<file path="config.mk">
export PLATFORM = sky130hd
export DESIGN_NAME = sadc_top
export DESIGN_NICKNAME = d
export VERILOG_FILES = /design/src/sadc_top.v
export VERILOG_INCLUDE_DIRS = /design/src
export SDC_FILE = /design/constraint.sdc
export NUM_CORES = 1
export LEC_CHECK = 0
export BUFFER_PORTS_ARGS = -buffer_cell sky130_fd_sc_hd__buf_2
export CAP_MARGIN = 20
export CORE_MARGIN = 10
export CORE_UTILIZATION = 45
export DETAILED_ROUTE_END_ITERATION = 7
export GPL_ROUTABILITY_DRIVEN = 0
export PLACE_DENSITY_LB_ADDON = 0.15
export SYNTH_ARGS = -nofsm -noshare
export SYNTH_HDL_FRONTEND = slang
export SYNTH_SLANG_ARGS = --single-unit
</file>
<file path="constraint.sdc">
create_clock -name CORE_CLK -period 6.8 [get_ports CORE_CLK]
set_input_delay 1.02 -clock CORE_CLK [delete_from_list [all_inputs] [get_ports CORE_CLK]]
set_output_delay 1.02 -clock CORE_CLK [all_outputs]
set_load 0.1 [all_outputs]
</file>
<file path="src/sadc_consts.vh">
// Register map, field positions, reset values and timing constants
`ifndef SADC_CONSTS_VH
`define SADC_CONSTS_VH
// Register indices; byte address is four times the index
`define SADC_IDX_RESULT 8'h1E
`define SADC_IDX_CTRL0 8'h1F
`define SADC_IDX_REFSEL 8'h9F
`define SADC_IDX_IRQ 8'hA0
`define SADC_IDX_PINCFG 8'hA1
`define SADC_IDX_PORTRD 8'hA2
// Control 0 fields
`define SADC_ON_BIT 0
`define SADC_INT_BIT 1
`define SADC_GO_BIT 2
`define SADC_CHLO_LSB 3
`define SADC_CS_LSB 6
// Control 1 field
`define SADC_REF_LSB 4
// Interrupt register fields
`define SADC_FLAG_BIT 6
`define SADC_IE_BIT 0
// Reset values
`define SADC_CTRL0_RST 8'h00
`define SADC_REFSEL_RST 2'h0
// Clock selections and dividers
`define SADC_CS_DIV2 2'h0
`define SADC_CS_DIV8 2'h1
`define SADC_CS_DIV32 2'h2
`define SADC_CS_RC 2'h3
`define SADC_DIV2 6'd2
`define SADC_DIV8 6'd8
`define SADC_DIV32 6'd32
// Timing in half converter-clock periods
`define SADC_CONV_HALF 5'd19
`define SADC_ABORT_HALF 5'd4
`define SADC_POST_HALF 5'd2
`endif

</file>
<file path="src/sadc_top.v">
// Successive-approximation converter control with Wishbone registers
`timescale 1ns/1ps
`include "sadc_consts.vh"
// Overview of operation
// - module_on enables; clearing aborts any conversion
// - bits 7-6 select conversion clock source
// - channel_select from bits 5-3 and bit 1
// - external selection routes analog pin 0-7
// - internal: 000 reference, 001 dac output
// - start bit stays set, hardware clears when done
// - successive approximation gives eight-bit result
// - completion loads result and clears start bit
// - completion sets flag at bit six
// - enabled flag raises interrupt request
// - reference_config bits 5-4 select converter reference
// - control 1 unused bits read zero
// - sleep conversion only on dedicated rc clock
// - conversion ignores pin direction and select
// - analog-select disables pin digital input buffer
// - analog pins read zero in port data
// - result register readable and writable, no reset
// - clock codes: div2, div8, div32, rc
// - conversion takes nine and half periods
// - abort keeps result, acquire after two periods
// - one period hold disconnect after completion
module sadc_top (
    // Clock and reset
    input wire CORE_CLK,
    input wire ARST_N,
    // Wishbone slave
    input wire WB_CYC_I,
    input wire WB_STB_I,
    input wire WB_WE_I,
    input wire [9:0] WB_ADR_I,
    input wire [3:0] WB_SEL_I,
    input wire [31:0] WB_DAT_I,
    output reg [31:0] WB_DAT_O,
    output reg WB_ACK_O,
    // Analog side
    input wire RC_CLK_TICK,
    input wire SLEEP_MODE,
    input wire COMP_IN,
    input wire [7:0] PIN_DIGITAL_IN,
    output reg [3:0] CHANNEL_SELECT,
    output reg INTERNAL_SOURCE_SELECT,
    output reg [1:0] CONVERTER_REFERENCE,
    output reg HOLD_CONNECT,
    output reg [7:0] DAC_TRIAL,
    output reg [7:0] INPUT_BUFFER_OFF,
    // Interrupt request
    output reg CONV_IRQ
);
    reg [7:0] ctrl0_reg;
    reg [1:0] refsel_reg;
    reg [7:0] result_reg;
    reg flag_reg;
    reg ie_reg;
    reg [7:0] analog_pin_select_reg;
    reg [1:0] state_reg;
    reg [4:0] half_reg;
    reg [5:0] div_reg;
    reg [7:0] sar_reg;
    reg [2:0] bit_reg;
    localparam ST_IDLE = 2'd0;
    localparam ST_CONV = 2'd1;
    localparam ST_ABORT = 2'd2;
    localparam ST_POST = 2'd3;
    wire [7:0] idx = WB_ADR_I[9:2];
    wire wb_req = WB_CYC_I & WB_STB_I & ~WB_ACK_O;
    wire wr_lo = wb_req & WB_WE_I & WB_SEL_I[0];
    wire [1:0] csel = ctrl0_reg[`SADC_CS_LSB+1:`SADC_CS_LSB];
    wire on = ctrl0_reg[`SADC_ON_BIT];
    // Half-period tick of the selected converter clock
    function [5:0] half_div;
        input [1:0] cs;
        begin
            case (cs)
                `SADC_CS_DIV2: half_div = `SADC_DIV2 >> 1;
                `SADC_CS_DIV8: half_div = `SADC_DIV8 >> 1;
                default: half_div = `SADC_DIV32 >> 1;
            endcase
        end
    endfunction
    wire div_hit = (div_reg == half_div(csel) - 6'd1);
    // RC tick is a half-period pulse from the oscillator; only it runs in sleep
    wire tick = (csel == `SADC_CS_RC) ? RC_CLK_TICK :
                (div_hit & ~SLEEP_MODE);
    always @(posedge CORE_CLK or negedge ARST_N) begin
        if (!ARST_N)
            div_reg <= 6'd0;
        else if (div_hit | ~on)
            div_reg <= 6'd0;
        else
            div_reg <= div_reg + 6'd1;
    end
    // Software writes to control 0 and the start bit
    wire wr_ctrl0 = wr_lo & (idx == `SADC_IDX_CTRL0);
    wire sw_go = WB_DAT_I[`SADC_GO_BIT];
    wire sw_on = WB_DAT_I[`SADC_ON_BIT];
    wire busy = (state_reg == ST_CONV);
    wire sw_abort = wr_ctrl0 & busy & ~sw_go;
    wire start = wr_ctrl0 & sw_go & on & sw_on & (state_reg == ST_IDLE);
    // An abort or power-down write in the final tick wins over completion
    wire kill = wr_ctrl0 & ~(sw_go & sw_on);
    wire done = busy & tick & (half_reg == 5'd1) & ~kill;
    // Trial steps on every other half period; the first waits two ticks
    // so that the registered trial word has reached the comparator
    wire step = busy & tick & half_reg[0] & (half_reg > 5'd2) &
                (half_reg < `SADC_CONV_HALF);
    always @(posedge CORE_CLK or negedge ARST_N) begin
        if (!ARST_N) begin
            ctrl0_reg <= `SADC_CTRL0_RST;
            refsel_reg <= `SADC_REFSEL_RST;
            flag_reg <= 1'b0;
            ie_reg <= 1'b0;
            analog_pin_select_reg <= 8'h00;
            state_reg <= ST_IDLE;
            half_reg <= 5'd0;
            sar_reg <= 8'h00;
            bit_reg <= 3'd7;
        end else begin
            if (wr_ctrl0) begin
                ctrl0_reg <= WB_DAT_I[7:0];
                // Start only from idle with the module already on
                ctrl0_reg[`SADC_GO_BIT] <= start | (busy & sw_go & sw_on);
            end
            if (wr_lo & (idx == `SADC_IDX_REFSEL))
                refsel_reg <= WB_DAT_I[`SADC_REF_LSB+1:`SADC_REF_LSB];
            if (wr_lo & (idx == `SADC_IDX_IRQ))
                ie_reg <= WB_DAT_I[`SADC_IE_BIT];
            if (wr_lo & (idx == `SADC_IDX_PINCFG))
                analog_pin_select_reg <= WB_DAT_I[7:0];
            // Flag: set wins over a software clear
            if (done)
                flag_reg <= 1'b1;
            else if (wr_lo & (idx == `SADC_IDX_IRQ) & ~WB_DAT_I[`SADC_FLAG_BIT])
                flag_reg <= 1'b0;
            if (!on || (wr_ctrl0 && !sw_on)) begin
                state_reg <= ST_IDLE;
                ctrl0_reg[`SADC_GO_BIT] <= 1'b0;
            end else begin
                case (state_reg)
                    ST_IDLE: if (start) begin
                        state_reg <= ST_CONV;
                        half_reg <= `SADC_CONV_HALF;
                        sar_reg <= 8'h80;
                        bit_reg <= 3'd7;
                    end
                    ST_CONV: if (sw_abort) begin
                        state_reg <= ST_ABORT;
                        half_reg <= `SADC_ABORT_HALF;
                    end else if (done) begin
                        state_reg <= ST_POST;
                        half_reg <= `SADC_POST_HALF;
                        ctrl0_reg[`SADC_GO_BIT] <= 1'b0;
                    end else if (tick) begin
                        half_reg <= half_reg - 5'd1;
                        if (step) begin
                            // Keep or drop the trial bit, then try next
                            if (!COMP_IN)
                                sar_reg[bit_reg] <= 1'b0;
                            if (bit_reg != 3'd0) begin
                                sar_reg[bit_reg - 3'd1] <= 1'b1;
                                bit_reg <= bit_reg - 3'd1;
                            end
                        end
                    end
                    ST_ABORT, ST_POST: if (tick) begin
                        if (half_reg == 5'd1)
                            state_reg <= ST_IDLE;
                        half_reg <= half_reg - 5'd1;
                    end
                    default: state_reg <= ST_IDLE;
                endcase
            end
        end
    end
    // Result: no reset; completion wins over a same-cycle write
    always @(posedge CORE_CLK) begin
        if (done)
            result_reg <= sar_reg;
        else if (wr_lo & (idx == `SADC_IDX_RESULT))
            result_reg <= WB_DAT_I[7:0];
    end
    // Analog control outputs, driven from flip-flops
    always @(posedge CORE_CLK or negedge ARST_N) begin
        if (!ARST_N) begin
            CHANNEL_SELECT <= 4'h0;
            INTERNAL_SOURCE_SELECT <= 1'b0;
            CONVERTER_REFERENCE <= 2'h0;
            HOLD_CONNECT <= 1'b0;
            DAC_TRIAL <= 8'h00;
            INPUT_BUFFER_OFF <= 8'h00;
            CONV_IRQ <= 1'b0;
        end else begin
            // Pin config never gates conversion
            CHANNEL_SELECT <= {ctrl0_reg[`SADC_INT_BIT],
                ctrl0_reg[`SADC_CHLO_LSB+2:`SADC_CHLO_LSB]};
            INTERNAL_SOURCE_SELECT <= ctrl0_reg[`SADC_INT_BIT];
            CONVERTER_REFERENCE <= refsel_reg;
            // Acquire while on and idle; disconnected when off and in convert, abort and post
            HOLD_CONNECT <= on & (state_reg == ST_IDLE);
            DAC_TRIAL <= sar_reg;
            INPUT_BUFFER_OFF <= analog_pin_select_reg;
            CONV_IRQ <= flag_reg & ie_reg;
        end
    end
    // Wishbone: one-cycle ack, unmapped reads give zero
    always @(posedge CORE_CLK or negedge ARST_N) begin
        if (!ARST_N) begin
            WB_ACK_O <= 1'b0;
            WB_DAT_O <= 32'h0000_0000;
        end else begin
            WB_ACK_O <= wb_req;
            WB_DAT_O <= 32'h0000_0000;
            if (wb_req & ~WB_WE_I) begin
                case (idx)
                    `SADC_IDX_RESULT: WB_DAT_O[7:0] <= result_reg;
                    `SADC_IDX_CTRL0: WB_DAT_O[7:0] <= ctrl0_reg;
                    `SADC_IDX_REFSEL: WB_DAT_O[7:0] <=
                        {2'b00, refsel_reg, 4'h0};
                    `SADC_IDX_IRQ: WB_DAT_O[7:0] <=
                        {1'b0, flag_reg, 5'h00, ie_reg};
                    `SADC_IDX_PINCFG: WB_DAT_O[7:0] <= analog_pin_select_reg;
                    `SADC_IDX_PORTRD: WB_DAT_O[7:0] <=
                        PIN_DIGITAL_IN & ~analog_pin_select_reg;
                    default: WB_DAT_O <= 32'h0000_0000;
                endcase
            end
        end
    end
endmodule // sadc_top

</file>
* Word level (Yosys, flattened, before mapping)
Cells that the tools add are included.
** Cells by class
- Multiplexer cells :: 51
- $add $sub $neg :: 4
- Equality and inequality tests :: 23
- Bitwise gates (word level) :: 46
- $lt $le $gt $ge :: 6
- Reductions and logical operators :: 17
** Operators with widths (number)
- 8-bit two-way mux :: 16
- 8-bit one-hot mux with 6 select lines :: 1
- 8-bit == test, second input constant :: 4
- 1-bit bitwise AND :: 30
- 3-bit two-way mux :: 7
- 5-bit two-way mux :: 4
- 8-bit bitwise AND :: 2
- 8-bit by 5-bit == test with 1-bit output, second input constant :: 2
- 8-bit inverter :: 2
- 8-bit one-hot mux with 2 select lines :: 1
- 5-bit one-hot mux with 3 select lines :: 1
- 2-bit two-way mux :: 6
- 5-bit one-hot mux with 2 select lines :: 1
- 1-bit two-way mux :: 9
- 3-bit != test, second input constant :: 3
- 1-bit inverter :: 9
- 3-bit by 4-bit < comparator with 1-bit output, second input constant :: 2
- 2-bit != test, second input constant :: 4
- 8-bit OR :: 1
- 8-bit AND reduction :: 1
- 7-bit AND reduction :: 1
- 6-bit by 1-bit adder with 6-bit output, second input constant :: 1
- 1-bit demux with 3-bit select :: 2
- 2-bit == test, second input constant :: 3
- 24 further kinds :: 34
** Word-level totals
- Input port bits :: 62
- Output and inout bits :: 58
- Word-level logic and storage cells :: 168
- Flip-flop bits (word level) :: 110

* Logic depth before layout (Yosys ltp)
Gate-level depths: netlist of the first run.
- Word-level depth :: 23
- Mapped depth :: 9
- Gate-level depth less buffers :: 8

* Worst setup path before layout of the first run
Ideal clock, no wire load.
- Kind :: input-to-reg
- Start :: input port WB_ADR_I[9]
- End :: register bit_reg[0]
- Library setup time :: 82 ps
- Buffers on the path :: 2
- Stages on the path :: 8
- Arrival :: 2998 ps
- Data required time :: 6718 ps
- Path slack :: 3720 ps
- Cell sequence :: buf_2 nand4b_1 nor4_4 a211oi_2 a211o_1 buf_6 or4_4 mux2_4
** On the way
- Longest elaborated chain between the ends :: 8
- Elaborated cells between the ends (all ways) :: 18
** RTL lines
- from (decl) :: RTL line sadc_top.v:34 : input wire [9:0] WB_ADR_I,
- 8-bit by 5-bit == test with 1-bit output (*)
- 1-bit bitwise AND (*) :: RTL line sadc_top.v:97 : wire wr_ctrl0 = wr_lo & (idx == `SADC_IDX_CTRL0);
- 1-bit bitwise AND (4 in series) :: RTL line sadc_top.v:102 : wire start = wr_ctrl0 & sw_go & on & sw_on & (state_reg == ST_IDLE);
- 2-bit != test (no line)
- 8-bit AND reduction (no line) (*)
- to (signal assigned) :: RTL line sadc_top.v:164 : bit_reg <= bit_reg - 3'd1;
- to (decl) :: RTL line sadc_top.v:63 : reg [2:0] bit_reg;
Every way passes the cells marked *; elsewhere a longest branch is shown, timed or not.
A chain may end at the register's enable or synchronous reset.

* Final worst setup path of the first run
- Start :: register ctrl0_reg[6]
- End :: register result_reg[5] (enable)
** On the way
- Longest elaborated chain between the ends :: 10
- Elaborated cells between the ends (all ways) :: 12
** RTL lines
- from (decl) :: RTL line sadc_top.v:53 : reg [7:0] ctrl0_reg;
- from (signal assigned) :: RTL line sadc_top.v:112 : ctrl0_reg <= `SADC_CTRL0_RST;
- from (signal assigned) :: RTL line sadc_top.v:123 : ctrl0_reg <= WB_DAT_I[7:0];
- from (signal, indexed assignment) :: RTL line sadc_top.v:125 : ctrl0_reg[`SADC_GO_BIT] <= start | (busy & sw_go & sw_on);
- 2-bit by 1-bit == test with 1-bit output / 2-bit zero test (equally long branches) :: RTL line sadc_top.v:77 : case (cs)
- 5-bit one-hot mux with 2 select lines :: RTL line sadc_top.v:77
- 6-bit by 1-bit subtractor with 6-bit output :: RTL line sadc_top.v:84 : wire div_hit = (div_reg == half_div(csel) - 6'd1);
- 6-bit == test :: RTL line sadc_top.v:84
- 1-bit bitwise AND :: RTL line sadc_top.v:87 : (div_hit & ~SLEEP_MODE);
- 1-bit two-way mux (*) :: RTL line sadc_top.v:86 : wire tick = (csel == `SADC_CS_RC) ? RC_CLK_TICK :
- 1-bit bitwise AND (*) (3 in series) :: RTL line sadc_top.v:105 : wire done = busy & tick & (half_reg == 5'd1) & ~kill;
- 2-bit nonzero test (no line) (*)
- to (signal assigned) :: RTL line sadc_top.v:181 : result_reg <= sar_reg;
- to (signal assigned) :: RTL line sadc_top.v:183 : result_reg <= WB_DAT_I[7:0];
- to (decl) :: RTL line sadc_top.v:55 : reg [7:0] result_reg;
Marks and branches as above.

==> metrics.txt, run 1 <==
# TYPE chip_impl_metric gauge
chip_impl_metric{name="critical_path_depth",unit=""} 8
chip_impl_metric{name="final.hold.worst_slack",unit="ps"} 392
chip_impl_metric{name="grt_first_pass_wirelength",unit="um"} 15900
chip_impl_metric{name="grt_pass1_vias",unit=""} 3099
chip_impl_metric{name="port_buffers",unit=""} 66
chip_impl_metric{name="grt_usage",unit="%"} 14.7
chip_impl_metric{name="worst_ep_required_time",unit="ps"} 6870
chip_impl_metric{name="grt.overflow.total",unit=""} 0
chip_impl_info{name="cp_cell_sequence",value="or2_2 -> ha_1 -> xnor2_1 -> nor4_2 -> a31o_2 -> nand2_1 -> o21ai_0 -> buf_4"} 1
chip_impl_info{name="clock_tree_from_tritoncts",value="yes"} 1
chip_impl_metric{name="report.final.hold_viol_count",unit=""} 0
chip_impl_info{name="yosys-top-cells-area",value="sky130_fd_sc_hd__dfrtp_1, sky130_fd_sc_hd__mux2_2, sky130_fd_sc_hd__edfxtp_1, sky130_fd_sc_hd__buf_4, sky130_fd_sc_hd__a21oi_1"} 1
chip_impl_info{name="hold_path_startpoint",value="refsel_reg[0]"} 1
chip_impl_info{name="layout.cells.most_common",value="sky130_fd_sc_hd__dfrtp_1"} 1
chip_impl_info{name="critical-path-top-delay-family",value="simple AND/OR/NAND/NOR gates"} 1
chip_impl_info{name="timing.rr.start",value="ctrl0_reg[6]"} 1
chip_impl_info{name="end_kind",value="register"} 1
chip_impl_metric{name="placement.cell_area",unit="sq um"} 4540
chip_impl_metric{name="finalPower",unit="mW"} 0.984
chip_impl_metric{name="grt_max_degree",unit=""} 78
chip_impl_metric{name="finish.net_count",unit=""} 509
chip_impl_info{name="ys_dominant_reg_cell",value="sky130_fd_sc_hd__dfrtp_1"} 1
chip_impl_info{name="status",value="finished, final reports clean"} 1
chip_impl_metric{name="core.rowCount",unit=""} 35
chip_impl_metric{name="setup_fix_bufs_post_cts",unit=""} 0
chip_impl_metric{name="synth_area",unit="sq um"} 4240
chip_impl_metric{name="detailedPlace.worstSlack",unit="ps"} 3340
chip_impl_metric{name="r2r_setup_slack",unit="ps"} 3530
chip_impl_metric{name="critical_path.n_buffers_inverters",unit=""} 1
chip_impl_metric{name="report.final.slew_viol_count",unit=""} 0
chip_impl_metric{name="cp.arrival",unit="ps"} 3340
chip_impl_metric{name="finalWorstSetupSlack",unit="ps"} 3530
chip_impl_metric{name="design.portCount",unit=""} 120
chip_impl_metric{name="totalNegativeSetupSlack",unit="ps"} 0
chip_impl_metric{name="die_w",unit="um"} 117
chip_impl_info{name="rr_endpoint",value="result_reg[5]"} 1
chip_impl_metric{name="timing.final.setup_violations",unit=""} 0
chip_impl_metric{name="htreeDepth",unit=""} 3
chip_impl_metric{name="final.fill_count",unit=""} 853
chip_impl_metric{name="power.ir.vdd_worst",unit="mV"} 0.0863
chip_impl_metric{name="drt_iter0_drc",unit=""} 184
chip_impl_metric{name="p_leak",unit="nW"} 2.26
chip_impl_info{name="hold_path_class",value="reg2reg"} 1
chip_impl_info{name="cts-root-buf",value="sky130_fd_sc_hd__clkbuf_8"} 1
chip_impl_metric{name="cts_repair_resize_count",unit=""} 0
chip_impl_metric{name="fin_area",unit="sq um"} 4740
chip_impl_info{name="layout.cells.most_common_list",value="sky130_fd_sc_hd__dfrtp_1, sky130_fd_sc_hd__buf_2, sky130_fd_sc_hd__mux2_2"} 1
chip_impl_metric{name="clock_skew",unit="ps"} 11.1
chip_impl_metric{name="clock_sink_count",unit=""} 85
chip_impl_metric{name="synth-edff-count",unit=""} 8
chip_impl_metric{name="drt.antenna.violating_nets",unit=""} 0
chip_impl_info{name="synth_area_leader_cell",value="sky130_fd_sc_hd__dfrtp_1"} 1
chip_impl_info{name="start_kind",value="register"} 1
chip_impl_metric{name="timing_worst_slew_pin_value",unit="ps"} 948
chip_impl_metric{name="fp.dieArea",unit="sq um"} 13700
chip_impl_metric{name="avgSynthCellArea",unit="sq um"} 11.2
chip_impl_metric{name="clk_latency",unit="ps"} 360
chip_impl_metric{name="worst_path_largest_cell_delay",unit="ps"} 480
chip_impl_metric{name="start_util",unit="%"} 46.1
chip_impl_metric{name="yosys_warnings",unit=""} 0
chip_impl_metric{name="post-synth-top-area-fraction",unit="%"} 43.7
chip_impl_metric{name="synthesis_to_finish_area_growth",unit="%"} 11.8
chip_impl_metric{name="seq_area_frac_synth",unit="%"} 51.2
chip_impl_metric{name="route.detailed.wl_per_inst",unit="um"} 18.1
chip_impl_metric{name="design.core.area",unit="sq um"} 9200
chip_impl_metric{name="grt_antenna_before_repair",unit=""} 0
chip_impl_metric{name="drive_above_1_share",unit="%"} 28.8
chip_impl_metric{name="power.density",unit="nW/um^2"} 208
chip_impl_metric{name="post_synth_inst_count",unit=""} 379
chip_impl_metric{name="post-route-drc-count",unit=""} 0
chip_impl_metric{name="period_share",unit="%"} 48.1
chip_impl_metric{name="asyncSetResetFlopFracSynth",unit="%"} 90.6
chip_impl_info{name="worstHoldEndpoint",value="CONVERTER_REFERENCE[0]"} 1
chip_impl_metric{name="synth.ff_latch_count",unit=""} 85
chip_impl_metric{name="hold_depth",unit=""} 0
chip_impl_metric{name="r2r_cells",unit=""} 8
chip_impl_metric{name="synth.lib_cells_used.distinct",unit=""} 66
chip_impl_metric{name="worst_slew_margin_rel",unit="%"} 36.8
chip_impl_info{name="worstSetupPathType",value="reg2reg"} 1
chip_impl_metric{name="vias",unit=""} 3091
chip_impl_metric{name="first_pass_iters",unit=""} 5
chip_impl_metric{name="post_drt_via_cell_ratio",unit=""} 5.57
chip_impl_metric{name="cap_viol_max_count",unit=""} 0
chip_impl_metric{name="max_freq",unit="MHz"} 306
chip_impl_metric{name="detailedPlacementHpwl",unit="um"} 7420
chip_impl_metric{name="wirelength",unit="um"} 10100
chip_impl_metric{name="cts_hold_buf",unit=""} 0
chip_impl_metric{name="clock_path_buffers",unit=""} 2
chip_impl_metric{name="worstPathMaxFanout",unit=""} 13
chip_impl_info{name="slowest_stage",value="sky130_fd_sc_hd__dfrtp_1"} 1
chip_impl_metric{name="number_of_buffers_created_by_cts",unit=""} 9
chip_impl_metric{name="die_h",unit="um"} 117
chip_impl_metric{name="clkTransAtPathRegs",unit="ps"} 90
chip_impl_info{name="grt_setup_unrepaired",value="false"} 1
chip_impl_metric{name="final_antenna_diode_count",unit=""} 0
chip_impl_metric{name="layout_min_cycle_time",unit="ps"} 3270
-- metal layers --
layer	track usage, %	share of wire [%]	wire length [um]
met5	0	0	0
met2	23.5	48	4820
met4	5.60	1.0	104
met1	19.3	44	4480
met3	2.96	6.6	664
-- how the worst max path moves through the flow --
stage / slack (ps) / to / startpoint
5_1_grt: 3270 / result_reg[1] / ctrl0_reg[6]
3_5_place_dp: 3340 / bit_reg[0] / WB_ADR_I[3]
3_3_place_gp: 3370 / bit_reg[1] / WB_ADR_I[3]
6_report: 3530 / result_reg[5] / ctrl0_reg[6]
4_1_cts: 3500 / result_reg[1] / ctrl0_reg[6]
2_1_floorplan: 3720 / bit_reg[0] / WB_ADR_I[9]
-- power breakdown --
part,internal (mW),total [mW],leakage (nW),switching [mW]
sequential,0.513,0.514,1.13,0.00115
combinational,0.0154,0.109,1.03,0.0935
clock,0.172,0.360,0.0976,0.189
-- synth_stat cells (all sizes together) (3+ instances only) --
master	n
dfrtp	74
nand2	23
ha	7
and3	6
a222oi	4
nor4	13
inv	13
o21ai	14
nand3	11
nand2b	7
mux2	29
o41ai	3
a21oi	19
mux2i	4
nor3	4
edfxtp	8
nand3b	5
a211oi	4
nor2	25
or4	4
xor2	3
a31oi	8
dfstp	3
buf	31
xnor2	3
clkbuf	10
or3	5
o22a	4
-- worst reg2reg max path, cell delays in order (launching register included) --
cell and delay (ps):
sky130_fd_sc_hd__dfrtp_1 480, sky130_fd_sc_hd__or2_2 330, sky130_fd_sc_hd__ha_1 300, sky130_fd_sc_hd__xnor2_1 130
sky130_fd_sc_hd__nor4_2 390, sky130_fd_sc_hd__a31o_2 340, sky130_fd_sc_hd__nand2_1 390, sky130_fd_sc_hd__o21ai_0 380
sky130_fd_sc_hd__buf_4 240
-- cell families after synthesis --
kind of cell	synth area share, %
muxes	8.83
AOI/OAI and AO/OA	13.3
other	0.0885
buffers and inverters	7.44
DFF	51.2
xor gates and xnor gates	1.24
and+or+nand+nor	15.8
adders and majority gates	2.07
-- through the flow --
stage,instances,util [%]
after floorplan,402,-
after global placement,540,49.4
after detailed placement,540,49.4
after CTS,555,51.5
after global routing,555,51.5
final,555,51.5
-- cell type report --
| cell class | instances | area (sq um) | share of cell area (%) |
|---|---|---|---|
| inverters | 13 | 48.8 | 1.03 |
| repair buffers | 68 | 348 | 7.34 |
| multi-input cells | 263 | 1840 | 38.8 |
| clock buffers | 9 | 124 | 2.61 |
| flip-flops and latches | 85 | 2170 | 45.8 |
| well taps | 111 | 139 | 2.93 |
| clock inverters | 6 | 71.3 | 1.51 |
No activity file was read; power rests on OpenSTA's default activity.
==> run 2: changes to the inputs <==
--- a/config.mk
+++ b/config.mk
@@ -6,6 +6,7 @@
 export SDC_FILE = /design/constraint.sdc
 export NUM_CORES = 1
 export LEC_CHECK = 0
+export ABC_AREA = 1
 export BUFFER_PORTS_ARGS = -buffer_cell sky130_fd_sc_hd__buf_2
 export CAP_MARGIN = 20
 export CORE_MARGIN = 10
==> constraint.sdc (replaced) <==
create_clock -name CORE_CLK -period 3.2 [get_ports CORE_CLK]
set_input_delay 0.48 -clock CORE_CLK [delete_from_list [all_inputs] [get_ports CORE_CLK]]
set_output_delay 0.48 -clock CORE_CLK [all_outputs]
set_load 0.1 [all_outputs]
==> run 2 against run 1 <==
Net effect:
- area after synthesis up 2.3%
- clock power up 120%
- cell area up 3.7%
- core utilization up 1.2 points
- hold slack worse by 130 ps
==> metrics.txt, run 2 <==
# TYPE chip_impl_metric gauge
chip_impl_metric{name="report.final.slew_viol_count",unit=""} 0
chip_impl_metric{name="die_w",unit="um"} 118
chip_impl_metric{name="clock_skew",unit="ps"} 11.8
chip_impl_metric{name="port_buffers",unit=""} 66
chip_impl_metric{name="first_pass_iters",unit=""} 6
chip_impl_metric{name="drt.antenna.violating_nets",unit=""} 0
chip_impl_metric{name="timing_worst_slew_pin_value",unit="ps"} 937
chip_impl_metric{name="placement.cell_area",unit="sq um"} 4710
chip_impl_info{name="hold_path_class",value="in2async"} 1
chip_impl_metric{name="fp.dieArea",unit="sq um"} 14000
chip_impl_metric{name="clk_latency",unit="ps"} 350
chip_impl_metric{name="cp.arrival",unit="ps"} 2770
chip_impl_metric{name="setup_fix_bufs_post_cts",unit=""} 0
chip_impl_metric{name="fin_cells",unit=""} 701
chip_impl_metric{name="seq_area_frac_synth",unit="%"} 50.1
chip_impl_info{name="grt_setup_unrepaired",value="false"} 1
chip_impl_metric{name="die_h",unit="um"} 118
chip_impl_metric{name="finalCoreUtilization",unit="%"} 52.7
chip_impl_metric{name="fin_area",unit="sq um"} 4910
chip_impl_metric{name="timing.final.setup_violations",unit=""} 0
chip_impl_metric{name="grt_pass1_vias",unit=""} 3170
chip_impl_metric{name="asyncSetResetFlopFracSynth",unit="%"} 90.6
chip_impl_metric{name="critical_path.n_buffers_inverters",unit=""} 2
chip_impl_metric{name="post_drt_via_cell_ratio",unit=""} 4.69
chip_impl_metric{name="core.rowCount",unit=""} 35
chip_impl_info{name="most_frequent_cell_after_synthesis",value="sky130_fd_sc_hd__nand2_1"} 1
chip_impl_info{name="ys_dominant_reg_cell",value="sky130_fd_sc_hd__dfrtp_1"} 1
chip_impl_metric{name="synthesis_to_finish_area_growth",unit="%"} 13.4
chip_impl_metric{name="p_leak",unit="nW"} 2.54
chip_impl_metric{name="worst_slew_margin_rel",unit="%"} 37.5
chip_impl_metric{name="detailedPlace.worstSlack",unit="ps"} 717
chip_impl_metric{name="worstPathMaxFanout",unit=""} 18
chip_impl_metric{name="grt_usage",unit="%"} 13.7
chip_impl_metric{name="placedCellCount",unit=""} 685
chip_impl_metric{name="grt_first_pass_wirelength",unit="um"} 15900
chip_impl_info{name="post_synth_most_frequent_cells",value="sky130_fd_sc_hd__nand2_1, sky130_fd_sc_hd__dfrtp_1, sky130_fd_sc_hd__inv_1"} 1
chip_impl_metric{name="wirelength",unit="um"} 9800
chip_impl_metric{name="clkTransAtPathRegs",unit="ps"} 90
chip_impl_metric{name="design.portCount",unit=""} 120
chip_impl_metric{name="htreeDepth",unit=""} 3
chip_impl_metric{name="grt_antenna_before_repair",unit=""} 0
chip_impl_metric{name="finalWorstSetupSlack",unit="ps"} 710
chip_impl_info{name="rr_endpoint",value="sar_reg[1]"} 1
chip_impl_info{name="slowest_stage",value="sky130_fd_sc_hd__dfrtp_1"} 1
chip_impl_info{name="status",value="finished, final reports clean"} 1
chip_impl_info{name="start_kind",value="register"} 1
chip_impl_metric{name="design.core.area",unit="sq um"} 9330
chip_impl_metric{name="max_freq",unit="MHz"} 402
chip_impl_info{name="clock_tree_from_tritoncts",value="yes"} 1
chip_impl_metric{name="synth.lib_cells_used.distinct",unit=""} 42
chip_impl_metric{name="clock_sink_count",unit=""} 85
chip_impl_metric{name="route.detailed.wl_per_inst",unit="um"} 14.0
chip_impl_metric{name="totalNegativeSetupSlack",unit="ps"} 0
chip_impl_metric{name="drt_iter0_drc",unit=""} 208
chip_impl_metric{name="avgSynthCellArea",unit="sq um"} 8.77
chip_impl_metric{name="yosys_warnings",unit=""} 0
chip_impl_metric{name="final_antenna_diode_count",unit=""} 0
chip_impl_info{name="layout.cells.most_common",value="sky130_fd_sc_hd__nand2_1"} 1
chip_impl_metric{name="worst_ep_required_time",unit="ps"} 3480
chip_impl_metric{name="synth.ff_latch_count",unit=""} 85
chip_impl_metric{name="post-route-drc-count",unit=""} 0
chip_impl_info{name="yosys-top-cells-area",value="sky130_fd_sc_hd__dfrtp_1, sky130_fd_sc_hd__nand2_1, sky130_fd_sc_hd__edfxtp_1, sky130_fd_sc_hd__inv_1, sky130_fd_sc_hd__o21ai_0"} 1
chip_impl_metric{name="detailedPlacementHpwl",unit="um"} 7290
chip_impl_metric{name="clock_path_buffers",unit=""} 2
chip_impl_info{name="end_kind",value="register"} 1
chip_impl_metric{name="synth_area",unit="sq um"} 4330
chip_impl_metric{name="grt_max_degree",unit=""} 78
chip_impl_info{name="cts-root-buf",value="sky130_fd_sc_hd__clkbuf_8"} 1
chip_impl_metric{name="grt.overflow.total",unit=""} 0
chip_impl_metric{name="cts_repair_resize_count",unit=""} 0
chip_impl_info{name="cp_cell_sequence",value="nor2_2 -> inv_1 -> ha_1 -> nand2_1 -> nand3_1 -> nor2_2 -> nand3_2 -> nand2_2 -> nand3_1 -> nor2_4 -> buf_4 -> nor2_8 -> nand2_4 -> nand2_1 -> o21ai_2"} 1
chip_impl_metric{name="worst_path_largest_cell_delay",unit="ps"} 450
chip_impl_metric{name="post_synth_inst_count",unit=""} 494
chip_impl_metric{name="cts_hold_buf",unit=""} 0
chip_impl_metric{name="period_share",unit="%"} 77.8
chip_impl_metric{name="power.density",unit="nW/um^2"} 428
chip_impl_metric{name="cap_viol_max_count",unit=""} 0
chip_impl_metric{name="finish.net_count",unit=""} 636
chip_impl_metric{name="post-synth-top-area-fraction",unit="%"} 42.7
chip_impl_metric{name="layout_min_cycle_time",unit="ps"} 2490
chip_impl_metric{name="vias",unit=""} 3288
chip_impl_metric{name="report.final.hold_viol_count",unit=""} 0
chip_impl_metric{name="drive_above_1_share",unit="%"} 22.0
chip_impl_metric{name="r2r_cells",unit=""} 15
chip_impl_info{name="critical-path-top-delay-family",value="simple AND/OR/NAND/NOR gates"} 1
chip_impl_info{name="timing.rr.start",value="ctrl0_reg[6]"} 1
chip_impl_info{name="layout.cells.most_common_list",value="sky130_fd_sc_hd__nand2_1, sky130_fd_sc_hd__dfrtp_1, sky130_fd_sc_hd__buf_2"} 1
chip_impl_info{name="worstSetupPathType",value="reg2reg"} 1
chip_impl_metric{name="start_util",unit="%"} 46.5
chip_impl_metric{name="synth-edff-count",unit=""} 8
chip_impl_metric{name="r2r_setup_slack",unit="ps"} 710
chip_impl_metric{name="power.ir.vdd_worst",unit="mV"} 0.172
chip_impl_info{name="synth_area_leader_cell",value="sky130_fd_sc_hd__dfrtp_1"} 1
chip_impl_metric{name="number_of_buffers_created_by_cts",unit=""} 9
-- run 2: cell type report --
cell class	count	area [sq um]
fillers	905	4410
flip-flops and latches	85	2170
multi-input cells	337	1770
repair buffers	70	363
inverters	64	240
well taps	129	161
clock buffers	13	160
clock inverters	3	45.0
-- run 2: cells by family (layout without fill, tap and decap cells) --
family	Yosys count	after routing	synth area share, %
flops	85	85	50.1
fa+ha+maj	7	7	2.02
simple gates	207	207	22.9
xor+xnor	7	7	1.41
compound gates	92	92	12.5
other cells	1	24	0.0865
buf+inv	95	150	11.0
-- run 2: routing by layer --
layer / track usage (%) / wire length, um / share of wire, % / vias to the layer above
met4: 4.40 / 33 / 0.34 / 0
li1: - / - / - / 1686
met5: 0 / 0 / 0 / -
met3: 3.28 / 499 / 5.1 / 2
met1: 17.8 / 4540 / 46 / 1523
met2: 22.1 / 4720 / 48 / 77
-- run 2: worst max-delay path by stage --
stage	cells after the start	startpoint	slack, ps	end
2_1_floorplan	7	WB_ACK_O	760	result_reg[0]
3_3_place_gp	13	ctrl0_reg[6]	740	result_reg[1]
3_5_place_dp	15	ctrl0_reg[6]	720	sar_reg[1]
4_1_cts	15	ctrl0_reg[6]	680	sar_reg[1]
5_1_grt	16	ctrl0_reg[6]	460	sar_reg[1]
6_report	15	ctrl0_reg[6]	710	sar_reg[1]
-- run 2: power by group --
group / total [mW] / internal [mW] / switching, mW
logic: 0.223 / 0.0275 / 0.196
clock network: 0.788 / 0.410 / 0.378
registers: 1.09 / 1.09 / 0.00223
total: 2.10 / 1.53 / 0.576
-- run 2: metrics by stage --
| stage | total power [mW] | hold WS [ps] |
|---|---|---|
| floorplan | 1.31 | 184 |
| global placement | 1.34 | 390 |
| detailed placement | 1.34 | 393 |
| CTS | 2.12 | 301 |
| global route | 2.18 | 347 |
| finish | 2.10 | 266 |
